File: src/hdl/nae_pkg.sv
// Shared constants and types for the nibble ALU execution unit
package nae_pkg;

   // Operand widths
   localparam int NIB_W   = 4;
   localparam int ROMW_W  = 10;
   localparam int PAGE_W  = 6;
   localparam int D_W     = 3;
   localparam int ROMA_W  = 14;

   // Table word field positions
   localparam int TW_D_HI = 9;
   localparam int TW_D_LO = 8;
   localparam int TW_B_HI = 7;
   localparam int TW_B_LO = 4;
   localparam int TW_A_HI = 3;
   localparam int TW_A_LO = 0;

   // Reset values and table bank codes
   localparam logic [3:0] ACC_RST   = 4'h0;
   localparam logic [3:0] B_RST     = 4'h0;
   localparam logic [2:0] D_RST     = 3'h0;
   localparam logic       CARRY_RST = 1'b0;
   localparam logic       BANK_LOW  = 1'b0;
   localparam logic       BANK_HIGH = 1'b1;

   // Operations issued to the unit
   typedef enum logic [4:0] {
      NAE_OP_NOP,
      NAE_OP_IMM_LOAD,
      NAE_OP_TABLE_READ,
      NAE_OP_BANK_UPPER,
      NAE_OP_BANK_LOWER,
      NAE_OP_ADD_MEM,
      NAE_OP_ADD_CARRY,
      NAE_OP_ADD_IMM,
      NAE_OP_AND_MEM,
      NAE_OP_OR_MEM,
      NAE_OP_SET_CARRY,
      NAE_OP_CLR_CARRY,
      NAE_OP_SKIP_NC,
      NAE_OP_COMPLEMENT,
      NAE_OP_ROTATE_R,
      NAE_OP_BIT_SET,
      NAE_OP_BIT_CLR,
      NAE_OP_BIT_TEST,
      NAE_OP_CMP_MEM,
      NAE_OP_CMP_IMM
   } nae_op_t;

   typedef enum logic [1:0] {
      NAE_ST_IDLE,
      NAE_ST_TABLE_WAIT
   } nae_state_t;

endpackage : nae_pkg

File: src/hdl/nae_exec.sv
// Execution unit for immediate, table, arithmetic, logic, bit and compare ops
`timescale 1ns/1ps

module nae_exec (
   // Clock, reset and back-up return
   input  wire logic                clock_i,
   input  wire logic                rst_b_i,
   input  wire logic                backup_return_i,
   // Instruction issue
   input  wire logic                instr_valid_i,
   output logic                     instr_ready_o,
   input  wire nae_pkg::nae_op_t    op_i,
   input  wire logic [3:0]          imm_i,
   input  wire logic [5:0]          page_i,
   // Pointed memory nibble
   input  wire logic [3:0]          mem_rdata_i,
   output logic [3:0]               mem_wdata_o,
   output logic                     mem_we_o,
   // Table ROM
   output logic                     rom_req_o,
   output logic [13:0]              rom_addr_o,
   input  wire logic [9:0]          rom_rdata_i,
   // Return stack use
   output logic                     stack_push_o,
   output logic                     stack_pop_o,
   // Architectural state
   output logic [3:0]               acc_o,
   output logic                     carry_flag_o,
   output logic [3:0]               reg_b_o,
   output logic [2:0]               reg_d_o,
   output logic                     table_bank_o,
   output logic                     skip_next_o
);

   // All state of the unit
   typedef struct packed {
      nae_pkg::nae_state_t state;
      logic [3:0]          acc;
      logic                carry;
      logic [3:0]          b;
      logic [2:0]          d;
      logic                bank;
      logic                skip_pend;
      logic                load_run;
      logic [3:0]          mem_wdata;
      logic                mem_we;
      logic                rom_req;
      logic [13:0]         rom_addr;
      logic                push;
      logic                pop;
   } nae_st_t;

   // Registered state and its next value
   nae_st_t st_reg;
   nae_st_t st_next;

   // One-hot mask for a bit index
   function automatic logic [3:0] bit_mask(input logic [1:0] idx);
      logic [3:0] m;
      m = 4'h0;
      m[idx] = 1'b1;
      return m;
   endfunction : bit_mask

   // Table address: bank, page, D low three bits, accumulator
   function automatic logic [13:0] table_addr(
      input logic       bank,
      input logic [5:0] page,
      input logic [2:0] d,
      input logic [3:0] acc
   );
      return {bank, page, d, acc};
   endfunction : table_addr

   // Skip decision of the add-immediate, carry, test and compare ops
   function automatic logic skip_decision(
      input nae_pkg::nae_op_t op,
      input logic [3:0]       acc,
      input logic             carry,
      input logic [3:0]       mem,
      input logic [3:0]       imm,
      input logic             overflow
   );
      logic hit;
      hit = 1'b0;
      case (op)
         nae_pkg::NAE_OP_ADD_IMM: begin
            hit = !overflow;
         end
         nae_pkg::NAE_OP_SKIP_NC: begin
            hit = !carry;
         end
         nae_pkg::NAE_OP_BIT_TEST: begin
            hit = ((mem & bit_mask(imm[1:0])) == 4'h0);
         end
         nae_pkg::NAE_OP_CMP_MEM: begin
            hit = (acc == mem);
         end
         nae_pkg::NAE_OP_CMP_IMM: begin
            hit = (acc == imm);
         end
         default: begin
            hit = 1'b0;
         end
      endcase
      return hit;
   endfunction : skip_decision

   logic [4:0] sum_mem;
   logic [4:0] sum_cy;
   logic [4:0] sum_imm;
   logic       do_exec;
   logic       is_load;
   logic       skip_hit;

   // Per-bit write data of the bit-set and bit-clear ops
   logic [3:0] set_word;
   logic [3:0] clr_word;

   for (genvar g = 0; g < 4; g++) begin : g_bit_write
      assign set_word[g] = mem_rdata_i[g] | (imm_i[1:0] == 2'(g));
      assign clr_word[g] = mem_rdata_i[g] & (imm_i[1:0] != 2'(g));
   end

   always_comb begin
      // Carry-out lands in bit 4 of each sum
      sum_mem = {1'b0, st_reg.acc} + {1'b0, mem_rdata_i};
      sum_cy  = {1'b0, st_reg.acc} + {1'b0, mem_rdata_i} + {4'h0, st_reg.carry};
      sum_imm = {1'b0, st_reg.acc} + {1'b0, imm_i};
      is_load = (op_i == nae_pkg::NAE_OP_IMM_LOAD);
      skip_hit = skip_decision(op_i, st_reg.acc, st_reg.carry, mem_rdata_i, imm_i, sum_imm[4]);
      // A pending skip or a load that follows a load does nothing
      do_exec = !st_reg.skip_pend && !(is_load && st_reg.load_run);
   end

   always_comb begin
      st_next        = st_reg;
      st_next.mem_we = 1'b0;
      st_next.push   = 1'b0;
      st_next.pop    = 1'b0;
      st_next.rom_req = 1'b0;
      // Back-up return lowers the bank before any op
      if (backup_return_i) begin
         st_next.bank = nae_pkg::BANK_LOW;
      end
      case (st_reg.state)
         nae_pkg::NAE_ST_IDLE: begin
            if (instr_valid_i) begin
               st_next.skip_pend = 1'b0;
               st_next.load_run  = is_load;
               if (do_exec) begin
                  case (op_i)
                     nae_pkg::NAE_OP_IMM_LOAD: begin
                        st_next.acc = imm_i;
                     end
                     nae_pkg::NAE_OP_TABLE_READ: begin
                        st_next.rom_addr = table_addr(st_reg.bank, page_i, st_reg.d, st_reg.acc);
                        st_next.rom_req  = 1'b1;
                        st_next.push     = 1'b1;
                        st_next.state    = nae_pkg::NAE_ST_TABLE_WAIT;
                     end
                     nae_pkg::NAE_OP_BANK_UPPER: begin
                        st_next.bank = nae_pkg::BANK_HIGH;
                     end
                     nae_pkg::NAE_OP_BANK_LOWER: begin
                        st_next.bank = nae_pkg::BANK_LOW;
                     end
                     nae_pkg::NAE_OP_ADD_MEM: begin
                        st_next.acc = sum_mem[3:0];
                     end
                     nae_pkg::NAE_OP_ADD_CARRY: begin
                        st_next.acc   = sum_cy[3:0];
                        st_next.carry = sum_cy[4];
                     end
                     nae_pkg::NAE_OP_ADD_IMM: begin
                        st_next.acc       = sum_imm[3:0];
                        st_next.skip_pend = skip_hit;
                     end
                     nae_pkg::NAE_OP_AND_MEM: begin
                        st_next.acc = st_reg.acc & mem_rdata_i;
                     end
                     nae_pkg::NAE_OP_OR_MEM: begin
                        st_next.acc = st_reg.acc | mem_rdata_i;
                     end
                     nae_pkg::NAE_OP_SET_CARRY: begin
                        st_next.carry = 1'b1;
                     end
                     nae_pkg::NAE_OP_CLR_CARRY: begin
                        st_next.carry = 1'b0;
                     end
                     nae_pkg::NAE_OP_SKIP_NC: begin
                        st_next.skip_pend = skip_hit;
                     end
                     nae_pkg::NAE_OP_COMPLEMENT: begin
                        st_next.acc = ~st_reg.acc;
                     end
                     nae_pkg::NAE_OP_ROTATE_R: begin
                        st_next.carry = st_reg.acc[0];
                        st_next.acc   = {st_reg.carry, st_reg.acc[3:1]};
                     end
                     nae_pkg::NAE_OP_BIT_SET: begin
                        st_next.mem_wdata = set_word;
                        st_next.mem_we    = 1'b1;
                     end
                     nae_pkg::NAE_OP_BIT_CLR: begin
                        st_next.mem_wdata = clr_word;
                        st_next.mem_we    = 1'b1;
                     end
                     nae_pkg::NAE_OP_BIT_TEST: begin
                        st_next.skip_pend = skip_hit;
                     end
                     nae_pkg::NAE_OP_CMP_MEM: begin
                        st_next.skip_pend = skip_hit;
                     end
                     nae_pkg::NAE_OP_CMP_IMM: begin
                        st_next.skip_pend = skip_hit;
                     end
                     default: begin
                        st_next.skip_pend = 1'b0;
                     end
                  endcase
               end
            end
         end
         nae_pkg::NAE_ST_TABLE_WAIT: begin
            // Word is taken in the same cycle as the request, while rom_req_o is high
            st_next.d     = {1'b0, rom_rdata_i[nae_pkg::TW_D_HI:nae_pkg::TW_D_LO]};
            st_next.b     = rom_rdata_i[nae_pkg::TW_B_HI:nae_pkg::TW_B_LO];
            st_next.acc   = rom_rdata_i[nae_pkg::TW_A_HI:nae_pkg::TW_A_LO];
            st_next.pop   = 1'b1;
            st_next.state = nae_pkg::NAE_ST_IDLE;
         end
         default: begin
            // Unreachable state recovers to idle
            st_next.state = nae_pkg::NAE_ST_IDLE;
         end
      endcase
   end

   always_ff @(posedge clock_i) begin
      if (!rst_b_i) begin
         // Reset returns the table bank to the low pages
         st_reg.state     <= nae_pkg::NAE_ST_IDLE;
         st_reg.acc       <= nae_pkg::ACC_RST;
         st_reg.carry     <= nae_pkg::CARRY_RST;
         st_reg.b         <= nae_pkg::B_RST;
         st_reg.d         <= nae_pkg::D_RST;
         st_reg.bank      <= nae_pkg::BANK_LOW;
         st_reg.skip_pend <= 1'b0;
         st_reg.load_run  <= 1'b0;
         st_reg.mem_wdata <= 4'h0;
         st_reg.mem_we    <= 1'b0;
         st_reg.rom_req   <= 1'b0;
         st_reg.rom_addr  <= 14'h0;
         st_reg.push      <= 1'b0;
         st_reg.pop       <= 1'b0;
      end else begin
         st_reg <= st_next;
      end
   end

   // Handshake and pulses
   assign instr_ready_o = (st_reg.state == nae_pkg::NAE_ST_IDLE);
   assign mem_wdata_o   = st_reg.mem_wdata;
   assign mem_we_o      = st_reg.mem_we;
   assign rom_req_o     = st_reg.rom_req;
   assign rom_addr_o    = st_reg.rom_addr;
   assign stack_push_o  = st_reg.push;
   assign stack_pop_o   = st_reg.pop;

   // Architectural state
   assign acc_o         = st_reg.acc;
   assign carry_flag_o  = st_reg.carry;
   assign reg_b_o       = st_reg.b;
   assign reg_d_o       = st_reg.d;
   assign table_bank_o  = st_reg.bank;
   assign skip_next_o   = st_reg.skip_pend;

endmodule : nae_exec

File: config.mk
export PLATFORM = sky130hd
export DESIGN_NAME = nae_exec
export DESIGN_NICKNAME = d
export VERILOG_FILES = /design/src/hdl/nae_pkg.sv /design/src/hdl/nae_exec.sv
export SDC_FILE = /design/constraint.sdc
export NUM_CORES = 1
export LEC_CHECK = 0
export BUFFER_PORTS_ARGS = -buffer_cell sky130_fd_sc_hd__clkbuf_2
export CORE_AREA = 10 10 97 120
export DETAILED_ROUTE_END_ITERATION = 10
export DIE_AREA = 0 0 107 130
export PLACE_DENSITY_LB_ADDON = 0.1
export REMOVE_ABC_BUFFERS = 1
export SLEW_MARGIN = 0
export SYNTH_ARGS = -nofsm -noshare
export SYNTH_HDL_FRONTEND = slang
export SYNTH_SLANG_ARGS = --single-unit
File: constraint.sdc
create_clock -name clock_i -period 3.02 [get_ports clock_i]
set_clock_uncertainty 0.05 [all_clocks]
set_input_delay 0.453 -clock clock_i [delete_from_list [all_inputs] [get_ports clock_i]]
set_output_delay 0.453 -clock clock_i [all_outputs]
set_load 0.01 [all_outputs]
Word level (Yosys, flattened, before mapping)
Index checks and enable logic that the tools add are counted.

Flip-flop bits (word level): 36. Input bits: 33. Output and inout bits: 37. Logic and storage cells: 102.

Add/sub/neg operators: 3. $lt $le $gt $ge: 2. Equality and inequality tests: 30. Muxes and demuxes: 18. Bitwise logic cells: 12. Reductions and logical operators: 23.

Operator list (number): $mux 24 (2); $eq 5x4->1 const B (8); $pmux 4 s8 (1); $mux 21 (1); $eq 5x3->1 const B (4); $eq 5x5->1 const B (4); $reduce_and 4->1 (5); $mux 16 (1); $add 4x4->5 (2); $eq 5x2->1 const B (2); $mux 5 (2); $pmux 5 s2 (1); $ne 9x1->1 const B (1); $and 4x4->4 (2); $eq 4x4->1 (2); $pmux 1 s4 (2); $pmux 4 s2 (1); $ne 2x2->1 const B (3); $reduce_bool 2->1 (3); $add 5x1->5 (1); $eq 5x1->1 const B (1); $reduce_or 5->1 (1); $and 1x1->1 (4); $eq 2x2->1 const B (2); other kinds (18) (32).

Longest topological paths before layout
Gate-level depths: netlist (run 1).

Depth in word-level cells: 11. Depth in mapped cells: 9. Gate-level depth less buffers: 9.

Worst setup path after synthesis (run 1)
OpenSTA, ideal clock, no wires.

Kind: input to register. From: input mem_rdata_i[0]. To: register st_reg (netlist bit carry_flag_o). Setup time: 86 ps. Arrival time: 2272 ps. Required time: 2884 ps. Slack: 612 ps. Cell stages on the path: 7. Buffers on the path: 0. Path through: ha_1 > fa_1 > ha_1 > nor4bb_1 > a211oi_1 > or3_1 > a211oi_1.

Longest elaborated chain between the ends: 3.

RTL lines: from (decl) (line nae_exec.sv:16) `input wire logic [3:0] mem_rdata_i,`; $add 4x4->5 (line nae_exec.sv:128) `sum_cy = {1'b0, st_reg.acc} + {1'b0, mem_rdata_i} + {4'h0, st_reg.carry};`; $add 5x1->5 (line nae_exec.sv:128); $pmux 1 s4 (line nae_exec.sv:152) `case (op_i)`; to (signal assigned) (line nae_exec.sv:258) `st_reg <= st_next;`; to (decl) (line nae_exec.sv:54) `nae_st_t st_reg;`.

No other way between the ends. A chain may end at the register's enable or synchronous reset.

Worst setup path in the final report (run 1)
From: register st_reg (netlist bit acc_o[0]). To: register st_reg (netlist bit carry_flag_o).

Longest elaborated chain between the ends: 3.

RTL lines (line): $add 4x4->5 (nae_exec.sv:128); $add 5x1->5 (nae_exec.sv:128); $pmux 1 s4 * (nae_exec.sv:152).

Every way passes the cells marked *; elsewhere a longest branch is shown, timed or not.

==> summary.md, run 1 <==
| Metric | Value |
|---|---|
| Status | `finished, final reports clean` |
| Crit start category | `flip-flop` |
| Worst slew margin relative to its limit | `approximately 54%` |
| Total of hold buffers inserted after clock tree synthesis | `0` |
| Fraction of final layout cells sized beyond drive strength 1 | `between 20% and 30%` |
| Total vias in the final route | `between 2k and 2.5k` |
| Via/cell ratio | `4.81` |
| Cell Count, Final, Fillers Out | `approximately 500` |
| Period utilisation layout | `between 80 and 90%` |
| Initial antenna violation count | `0` |
| Number of synthesized flops with an enable pin | `0` |
| Die H | `between 100 and 150 µm` |
| Placed wire-length estimate after detailed placement | `about 6700 µm` |
| Actual transition at the worst max-transition pin | `between 600 and 700 ps` |
| Maximum capacitance violations | `0` |
| Fin crit period | `2620 ps` |
| Count of port buffers added during placement | `67` |
| DR iter-0 viols | `approximately 120` |
| Post-DRT Antenna Nets | `0` |
| Number of fill cells in the layout | `1,057` |
| Die Area | `about 14,000 µm²` |
| Iteration count of the initial detailed-routing pass | `4` |
| Area Growth Syn to Fin | `15.9%` |
| Clock slew seen by the registers of the worst setup and hold paths | `~60 ps` |
| Async set or reset register ratio after synthesis | `0%` |
| Crit Reg-Reg Startpoint | `acc_o[0]` |
| Post-CTS setup repair buffer count | `0` |
| Power density of the placed cells | `~390 nW/µm²` |
| # nets final | `approximately 420` |
| DRC violation count after routing | `0` |
| Slack of the critical path | `401 ps` |
| Worst min-delay path class | `in2reg` |
| Worst reg2reg path depth | `7` |
| Net Sw Power | `between 0.3 and 0.4 mW` |
| Via count of the first global-routing pass | `between 2k and 2.5k` |
| Hold violation total from the final report | `0` |
| Design Power | `~1.2 mW` |
| Clock network fraction of design power | `about two fifths` |
| Number of buffers between clock root and the deepest sink | `2` |
| Commonest cells after routing, fill and taps aside | `sky130_fd_sc_hd__clkbuf_2, sky130_fd_sc_hd__nand2_1, sky130_fd_sc_hd__dfxtp_1, sky130_fd_sc_hd__a21oi_1, sky130_fd_sc_hd__nor2_1` |
| Global placement routability congestion | `about 0.86` |
| Worst Setup Path Type | `reg2reg` |
| Mean instance size in the synthesized netlist | `between 7 and 8 µm²` |
| Maximum operating frequency | `between 300 and 400 MHz` |
| Logic gate share of total power | `a little under 20%` |
| Flops & latches, synth | `35` |
| Setup TNS | `0 ps` |
| Required time reported for the critical path endpoint | `roughly 3200 ps` |
| Peak supply drop | `0.000203 V` |
| Clk sinks | `35` |
| Overflow left after global routing | `0` |
| Inserted Clock Buffers | `5` |
| Number of flip-flops under the largest register name | `13` |
| Clock insertion delay at the later pin of the skew report | `roughly 280 ps` |
| GRT Overall Usage | `11.9%` |
| Dpl ws | `297 ps` |
| Number of max-slew violations in the final report | `0` |
| Ys Warns | `0` |
| Register-to-register setup slack | `around 400 ps` |
| Number of H-tree levels | `2` |
| Wire length of the first global-routing pass | `13,100 µm` |
| Sequential share of power | `about two fifths` |
| CTS-repair resized insts | `0` |
| Worst EP arrival | `2770 ps` |
| Leakage power | `about 1.3 nW` |
| Unrepaired setup endpoints after global routing | `false` |
| Switching Share | `between 20% and 30%` |
| Number of diodes added for antenna fixing | `0` |
| Root Driver | `sky130_fd_sc_hd__clkbuf_16` |
| I/O pin count | `70` |
| Internal Pwr Total | `between 0.8 and 0.9 mW` |
| Largest net degree at the start of global routing | `31` |
| Cells after synthesis | `roughly 330` |
| Critical-path maximum fanout | `8` |
| Kind of capture point of the worst setup path | `flip-flop` |
| Final routed wire length divided by cell count | `16.8 µm` |
| Number of standard-cell rows in the floorplan | `40` |
| Synthesized area | `~2600 µm²` |
| Post-Route WL | `8430 µm` |
| Distinct cell type count of the synthesized netlist | `between 50 and 60` |
| Share of the yosys chip area belonging to registers | `a little over a quarter` |
| TritonCTS clock tree | `done` |
| Post-synth top flop | `sky130_fd_sc_hd__dfxtp_1` |
| Most frequent standard cell in the layout excluding fill and tap cells | `sky130_fd_sc_hd__clkbuf_2` |
| Total core area | `~9400 µm²` |
| Reg2Reg Capture Point | `carry_flag_o` |
| Launching element of the worst setup path | `acc_o[0]` |
| Total placed cells including tap cells | `between 400 and 500` |
| Width of the chip | `between 100 and 150 µm` |
| End point of the critical path | `carry_flag_o` |
| Final setup vio count | `0` |
| Starting density of the core | `between 20 and 30%` |
## critical path, stage by stage (launching register included)
cell	delay, ps
sky130_fd_sc_hd__dfxtp_1	410
sky130_fd_sc_hd__ha_1	290
sky130_fd_sc_hd__fa_1	560
sky130_fd_sc_hd__ha_1	230
sky130_fd_sc_hd__nor4bb_1	330
sky130_fd_sc_hd__a211oi_1	90
sky130_fd_sc_hd__or3_1	350
sky130_fd_sc_hd__a211oi_1	220
## stage by stage
stage | utilization, % | hold slack, ps | instance area [µm²]
after floorplan | - | 426 | 2320
after global placement | 31.0 | 391 | 2910
after detailed placement | 31.0 | 397 | 2910
after CTS | 32.4 | 341 | 3050
after global routing | 32.4 | 353 | 3050
final | 32.4 | 347 | 3050
## final cells by class
class                      instances  area, µm²  area share [%]
multi-input combinational        238       1570            51.3
sequential                        35        701            23.0
timing repair buffer              80        433            14.2
tap                              126        158            5.17
clock buffer                       7        133            4.35
inverter                          15       56.3            1.85
clock inverter                     1       5.00           0.164
## per-layer routing
metal / wire [µm] / part of all wire [%] / vias up / GRT usage (%)
met5: 0 / 0 / - / 0
met3: 450 / 5.3 / 20 / 2.91
met1: 3550 / 42 / 1095 / 13.1
li1: - / - / 1230 / -
met4: 302 / 3.6 / 0 / 5.99
met2: 4130 / 49 / 70 / 20.8
## power by group through the flow
stage	clock network [mW]	logic (mW)	registers, mW
3_3_place_gp	0	0.238	0.489
2_1_floorplan	0	0.124	0.490
5_1_grt	0.539	0.260	0.480
4_1_cts	0.515	0.236	0.479
3_5_place_dp	0	0.235	0.489
6_report	0.491	0.234	0.479
## Yosys cell counts, drive strengths merged (3+ instances only)
cell	instances	share of area, %
nand2	42	6.0
buf	39	11
dfxtp	35	27
a21oi	30	5.7
nor2	29	4.1
mux2i	19	7.2
inv	15	2.1
ha	14	6.7
nor3	10	2.1
o21ai	10	1.9
clkbuf	8	1.1
a211oi	7	2.0
or3	5	1.4
xor2	5	1.7
a21o	4	1.1
nand2b	4	1.2
nor4	4	0.95
a2111oi	3	1.0
and3	3	0.71
nand3	3	0.57
nor2b	3	0.71
o31ai	3	0.86
## worst min path at each step
stage,endpoint,slack [ps],depth (start not counted),start
detailed placement,rom_addr_o[3],400,2,rom_addr_o[3]
finish,rom_addr_o[7],350,3,page_i[0]
CTS,rom_addr_o[7],340,3,page_i[0]
floorplan,mem_wdata_o[1],430,2,mem_wdata_o[1]
global placement,rom_addr_o[12],390,2,rom_addr_o[12]
global route,rom_addr_o[7],350,3,page_i[0]
## cell families (layout without fill, tap and decap cells)
kind of cell / count (synthesis) / in the layout / synth area share, %
adder cells (fa/ha/maj): 16 / 16 / 8.18
flip-flops: 35 / 35 / 26.6
other: 1 / 2 / 0.142
AND/OR/NAND/NOR: 116 / 116 / 21.6
buffers and inverters: 62 / 103 / 14.0
multiplexers: 20 / 20 / 8.08
AO/OA/AOI/OAI: 77 / 77 / 19.0
XOR/XNOR: 7 / 7 / 2.33
No activity file was read; power rests on OpenSTA's default activity.
==> run 2, diff against run 1 <==
- clock period: 3.02 -> 2.5 ns (I/O delays scaled with it)
==> run 2 against run 1 <==
Cell area grew 7.6%. Non-clock buffer count increased by 23. Global-route usage rose by 0.41 points. Clock power grew 49%. Critical path depth unchanged. Register-to-register slack got worse by 250 ps. Hold slack got worse by 83 ps. First-iteration DRC count rose by 21%. Core utilization rose by 2.5 points. Maximum frequency rose by 12%. Sequential power increased by 20%. Die area is the same.
==> summary.md, run 2 (same netlist as run 1, synthesis figures left out) <==
| Metric | Value |
|---|---|
| Kind of capture point of the worst setup path | `flip-flop` |
| Max stage delay on crit path | `520 ps (-40 ps)` |
| Peak supply drop | `0.000242 V (+19%)` |
| Number of flip-flops under the largest register name | `13 (unchanged)` |
| Iteration count of the initial detailed-routing pass | `4 (unchanged)` |
| Post-DRT Antenna Nets | `0 (unchanged)` |
| GRT Overall Usage | `12.3% (+0.41 points)` |
| Global placement routability congestion | `0.869 (+1.0%)` |
| Total placed cells including tap cells | `517 (+4.7%)` |
| Width of the chip | `107 µm (unchanged)` |
| Maximum operating frequency | `426 MHz (+12%)` |
| Cells traversed along the worst timing path | `ha_1 -> fa_1 -> ha_1 -> nor4bb_4 -> a211oi_1 -> or3_1 -> a211oi_1` |
| # nets final | `447 (+5.4%)` |
| Required time reported for the critical path endpoint | `2650 ps (-520 ps)` |
| Buf+Inv Stages, Crit Path | `0 (unchanged)` |
| Worst Setup Path Type | `reg2reg` |
| I/O pin count | `70 (unchanged)` |
| Clock insertion delay at the later pin of the skew report | `280 ps (about the same)` |
| Period utilisation layout | `93.8% (+7.1 points)` |
| Commonest cells after routing, fill and taps aside | `sky130_fd_sc_hd__clkbuf_2, sky130_fd_sc_hd__nand2_1, sky130_fd_sc_hd__buf_4, sky130_fd_sc_hd__dfxtp_1, sky130_fd_sc_hd__a21oi_1` |
| Inserted Clock Buffers | `5 (unchanged)` |
| Maximum capacitance violations | `0 (unchanged)` |
| Hold violation total from the final report | `0 (unchanged)` |
| Initial antenna violation count | `0 (unchanged)` |
| Wire length of the first global-routing pass | `13,700 µm (+4.4%)` |
| Total core area | `9410 µm² (unchanged)` |
| Critical Path Slowest Stage Cell | `sky130_fd_sc_hd__fa_1` |
| Overflow left after global routing | `0 (unchanged)` |
| Most frequent standard cell in the layout excluding fill and tap cells | `sky130_fd_sc_hd__clkbuf_2` |
| Number of H-tree levels | `2 (unchanged)` |
| Clock slew seen by the registers of the worst setup and hold paths | `60 ps (about the same)` |
| Area Growth Syn to Fin | `24.8%` |
| TritonCTS clock tree | `done` |
| Smallest hold slack | `264 ps (-82.8 ps)` |
| Critical-path maximum fanout | `5 (-3)` |
| Number of diodes added for antenna fixing | `0 (unchanged)` |
| Worst min-delay path class | `in2reg` |
| Total vias in the final route | `2,548 (+5.5%)` |
| Starting density of the core | `28.0% (unchanged)` |
| Count of port buffers added during placement | `67 (unchanged)` |
| Number of gates on the worst path with buffers counted | `7 (unchanged)` |
| Unrepaired setup endpoints after global routing | `false` |
| DRC violation count after routing | `0 (unchanged)` |
| Status | `finished, final reports clean` |
| Final setup vio count | `0 (unchanged)` |
| Die Area | `13,900 µm² (unchanged)` |
| Root Driver | `sky130_fd_sc_hd__clkbuf_16` |
| Number of standard-cell rows in the floorplan | `40 (unchanged)` |
| Fraction of final layout cells sized beyond drive strength 1 | `30.1% (+5.9 points)` |
| DR iter-0 viols | `150 (+21%)` |
| Number of buffers between clock root and the deepest sink | `2 (unchanged)` |
| Worst EP arrival | `2490 ps (-280 ps)` |
| Number of max-slew violations in the final report | `0 (unchanged)` |
| Worst reg2reg path depth | `7 (unchanged)` |
| Power density of the placed cells | `496 nW/µm² (+26%)` |
| Worst slew margin relative to its limit | `57.2% (+3.4 points)` |
| Largest net degree at the start of global routing | `18 (-42%)` |
| Top cell family by delay on the critical path | `adder cells` |
| Leakage power | `1.48 nW (+10%)` |
| Final routed wire length divided by cell count | `16.4 µm (-2.4%)` |
| Hold-critical path depth | `3 (unchanged)` |
| Cell Count, Final, Fillers Out | `525 (+4.6%)` |
| Placed wire-length estimate after detailed placement | `7000 µm (+5.1%)` |
| Clk sinks | `35 (unchanged)` |
| Actual transition at the worst max-transition pin | `642 ps (-45.7 ps)` |
| Die H | `130 µm (unchanged)` |
| Via/cell ratio | `4.85 (+0.89%)` |
| Fin crit period | `2350 ps (-274 ps)` |
| Setup TNS | `0 ps (unchanged)` |
| Crit start category | `flip-flop` |
| Post-Route WL | `8600 µm (+2.0%)` |
| Via count of the first global-routing pass | `2,599 (+5.9%)` |
[run 2: cell types whose count changed in the layout (fill, tap and decap cells not counted)]
cell / delta
sky130_fd_sc_hd__dfxtp_2: +2
sky130_fd_sc_hd__buf_4: +23
sky130_fd_sc_hd__clkbuf_8: +1
sky130_fd_sc_hd__a2111oi_0: -1
sky130_fd_sc_hd__clkbuf_1: -2
sky130_fd_sc_hd__nor4bb_1: -1
sky130_fd_sc_hd__bufinv_16: +1
sky130_fd_sc_hd__nor4bb_4: +1
sky130_fd_sc_hd__dfxtp_1: -2
sky130_fd_sc_hd__a2111oi_2: +1
[run 2: area by class of cell]
cell class	count	area [µm²]
Fill cell	1063	6120
Multi-Input combinational cell	238	1590
Sequential cell	35	703
Timing Repair Buffer	103	606
Tap cell	126	158
Clock buffer	6	139
Inverter	15	56.3
Clock inverter	2	35.0
[run 2: power breakdown]
part	internal, mW	total (mW)	leakage [nW]	switching, mW
combinational	0.142	0.322	1.11	0.180
sequential	0.566	0.575	0.283	0.00935
clock	0.496	0.733	0.0868	0.237
[run 2: what timing repair did]
item                       in CTS  in global routing
setup buffers                   0                  0
setup endpoints to repair       1                  3
hold buffers                    0                  0
resized for setup               1                  5
hold endpoints to repair        0                  0
[run 2: metrics by stage]
stage          setup WS (ps)  power [mW]  util, %  instance area, µm²
6_report                 155        1.63     34.9                3280
2_1_floorplan            141       0.742        -                2320
3_3_place_gp           -97.6       0.904     32.8                3090
4_1_cts                 68.9        1.65     34.7                3260
3_5_place_dp            -121       0.902     32.8                3090
5_1_grt                 9.94        1.71     34.9                3280
[run 2: per-layer routing]
layer | global-route usage (%) | share of wire, % | up-vias
met3 | 3.06 | 5.5 | 15
li1 | - | - | 1277
met5 | 0 | 0 | -
met4 | 6.15 | 3.7 | 0
met1 | 13.7 | 43 | 1180
met2 | 21.2 | 48 | 76
[run 2: path summary, 6_finish.rpt]
path                        from        endpoint  slack (ps)
hold reg to reg   rom_addr_o[12]  rom_addr_o[12]         400
setup / recovery        acc_o[0]    carry_flag_o         150
setup reg to reg        acc_o[0]    carry_flag_o         150
hold / removal         page_i[5]  rom_addr_o[12]         260
[run 2: worst reg2reg max path, cell delays in order, from the launching register on]
cell and delay [ps]:
sky130_fd_sc_hd__dfxtp_2 350, sky130_fd_sc_hd__ha_1 210, sky130_fd_sc_hd__fa_1 520, sky130_fd_sc_hd__ha_1 200
sky130_fd_sc_hd__nor4bb_4 280, sky130_fd_sc_hd__a211oi_1 70, sky130_fd_sc_hd__or3_1 360, sky130_fd_sc_hd__a211oi_1 230
==> run 3, diff against run 2 <==
- CORE_AREA: 10 10 97 120 -> 10 10 84 104
- DIE_AREA: 0 0 107 130 -> 0 0 94 114
==> run 3 against run 2 <==
Worst setup slack gained 6.9 ps. Critical path type unchanged. Wire length is 6.3% lower. Sequential power is essentially flat. Via count down 2.3%. Clock power down 42%. Hold slack got worse by 21 ps.
==> summary.md, run 3 (same netlist as run 1, synthesis figures left out) <==
| Metric | Value |
|---|---|
| Dpl ws | `35.6 ps (+157 ps)` |
| Kind of capture point of the worst setup path | `flip-flop` |
| Commonest cells after routing, fill and taps aside | `sky130_fd_sc_hd__clkbuf_2, sky130_fd_sc_hd__nand2_1, sky130_fd_sc_hd__dfxtp_1` |
| Placed wire-length estimate after detailed placement | `6430 µm (-8.1%)` |
| Fraction of final layout cells sized beyond drive strength 1 | `28.8% (-1.3 points)` |
| Critical Path Slowest Stage Cell | `sky130_fd_sc_hd__fa_1` |
| Clk sinks | `35 (unchanged)` |
| Die Area | `10,700 µm² (-23%)` |
| Initial antenna violation count | `0 (unchanged)` |
| TritonCTS clock tree | `done` |
| Total core area | `6810 µm² (-28%)` |
| Critical-path maximum fanout | `4 (-1)` |
| Fin util | `45.9% (+11 points)` |
| Die H | `114 µm (-12%)` |
| Clock slew seen by the registers of the worst setup and hold paths | `80 ps (+20 ps)` |
| DRC violation count after routing | `0 (unchanged)` |
| Maximum operating frequency | `428 MHz (+0.30%)` |
| Peak supply drop | `0.000317 V (+31%)` |
| Post-CTS setup repair buffer count | `0 (unchanged)` |
| Area Growth Syn to Fin | `18.6%` |
| # nets final | `441 (-1.3%)` |
| Actual transition at the worst max-transition pin | `586 ps (-55.7 ps)` |
| Cell Count, Final, Fillers Out | `483 (-8.0%)` |
| Period utilisation layout | `93.5% (-0.28 points)` |
| Cell mode on critical path | `sky130_fd_sc_hd__ha_1` |
| Leakage power | `1.40 nW (-5.1%)` |
| Fin crit period | `2340 ps (-6.91 ps)` |
| CTS-repair resized insts | `0 (-1)` |
| Width of the chip | `94 µm (-12%)` |
| Total placed cells including tap cells | `475 (-8.1%)` |
| Number of diodes added for antenna fixing | `0 (unchanged)` |
| Clock insertion delay at the later pin of the skew report | `300 ps (+20 ps)` |
| Unrepaired setup endpoints after global routing | `false` |
| Starting density of the core | `38.7% (+11 points)` |
| Via/cell ratio | `5.15 (+6.2%)` |
| Slack of the critical path | `162 ps (+6.91 ps)` |
| Max stage delay on crit path | `520 ps (about the same)` |
| Via count of the first global-routing pass | `2,648 (+1.9%)` |
| Root Driver | `sky130_fd_sc_hd__clkbuf_8` |
| Worst min-delay path class | `in2reg` |
| Post-Route WL | `8060 µm (-6.3%)` |
| DR iter-0 viols | `201 (+34%)` |
| Number of H-tree levels | `2 (unchanged)` |
| Final setup vio count | `0 (unchanged)` |
| Worst slew margin relative to its limit | `60.9% (+3.7 points)` |
| Crit start category | `flip-flop` |
| Worst Setup Path Type | `reg2reg` |
| Largest net degree at the start of global routing | `18 (unchanged)` |
| Detailed-routing wirelength on met1 | `3480 µm (-6.2%)` |
| Cells traversed along the worst timing path | `ha_1 -> fa_1 -> ha_1 -> nor4bb_4 -> a211oi_1 -> or3_1 -> a211oi_2` |
| Total of hold buffers inserted after clock tree synthesis | `0 (unchanged)` |
| Post-DRT Antenna Nets | `0 (unchanged)` |
| Count of port buffers added during placement | `67 (unchanged)` |
| Final routed wire length divided by cell count | `16.7 µm (+1.8%)` |
| Hold violation total from the final report | `0 (unchanged)` |
| Worst EP arrival | `2520 ps (+30 ps)` |
| Met3 WL post-DR | `451 µm (-5.5%)` |
| Global placement routability congestion | `0.900 (+3.5%)` |
| Most frequent standard cell in the layout excluding fill and tap cells | `sky130_fd_sc_hd__clkbuf_2` |
| Inserted Clock Buffers | `5 (unchanged)` |
| Total vias in the final route | `2,489 (-2.3%)` |
| I/O pin count | `70 (unchanged)` |
| Maximum capacitance violations | `0 (unchanged)` |
| Status | `finished, final reports clean` |
| Wire length of the first global-routing pass | `13,400 µm (-1.7%)` |
| Routed length on met2 | `3880 µm (-5.4%)` |
| Highest metal layer with signal wires | `met4` |
| GRT Overall Usage | `15.6% (+3.3 points)` |
| Power density of the placed cells | `420 nW/µm² (-15%)` |
| Setup TNS | `0 ps (unchanged)` |
| Required time reported for the critical path endpoint | `2680 ps (+30 ps)` |
| Overflow left after global routing | `0 (unchanged)` |
| Iteration count of the initial detailed-routing pass | `4 (unchanged)` |
| Number of standard-cell rows in the floorplan | `34 (-15%)` |
| Number of buffers between clock root and the deepest sink | `2 (unchanged)` |
| Number of max-slew violations in the final report | `0 (unchanged)` |
| Number of flip-flops under the largest register name | `13 (unchanged)` |
==> run 3: cell types whose count changed in the layout (fill, tap and decap cells not counted), sizes merged <==
cell	before	now
clkinvlp	0	2
buf	36	30
clkbuf	73	72
bufinv	1	0
==> run 3: per-stage QoR <==
step | power [mW] | hold WS [ps] | cell area, µm²
after floorplan | 0.742 | 426 | 2320
after global placement | 0.892 | 391 | 3010
after detailed placement | 0.893 | 398 | 3010
after CTS | 1.32 | 238 | 3100
after global routing | 1.39 | 242 | 3120
final | 1.31 | 242 | 3120
==> run 3: cell type report <==
class / count / area [µm²]
inverter: 15 / 56.3
sequential: 35 / 701
tap: 90 / 113
clock inverter: 3 / 20.0
clock buffer: 5 / 68.8
multi-input combinational: 238 / 1590
timing repair buffer: 97 / 573
fill: 736 / 3680
==> run 3: worst paths after layout <==
kind	from	endpoint	slack, ps	depth (start not counted)
setup / recovery	acc_o[0]	carry_flag_o	160	7
hold / removal	page_i[3]	rom_addr_o[10]	240	3
setup reg to reg	acc_o[0]	carry_flag_o	160	7
hold reg to reg	rom_addr_o[1]	rom_addr_o[1]	400	2
==> run 3: critical path, delay by kind of cell, from the launching register on <==
kind | cells | cell delay, ps
flops | 1 | 350
compound gates | 2 | 290
simple gates | 2 | 650
fa+ha+maj | 3 | 940
==> run 3: report_power, final <==
part           switching [mW]  leakage, nW  internal, mW
Sequential            0.00911        0.283         0.565
Clock                   0.229       0.0402         0.194
Combinational           0.174         1.08         0.139
==> run 3: routing by layer <==
metal	up-vias	track usage, %
li1	1264	-
met1	1142	18.2
met2	67	26.2
met3	16	4.08
met4	0	6.60
met5	-	0
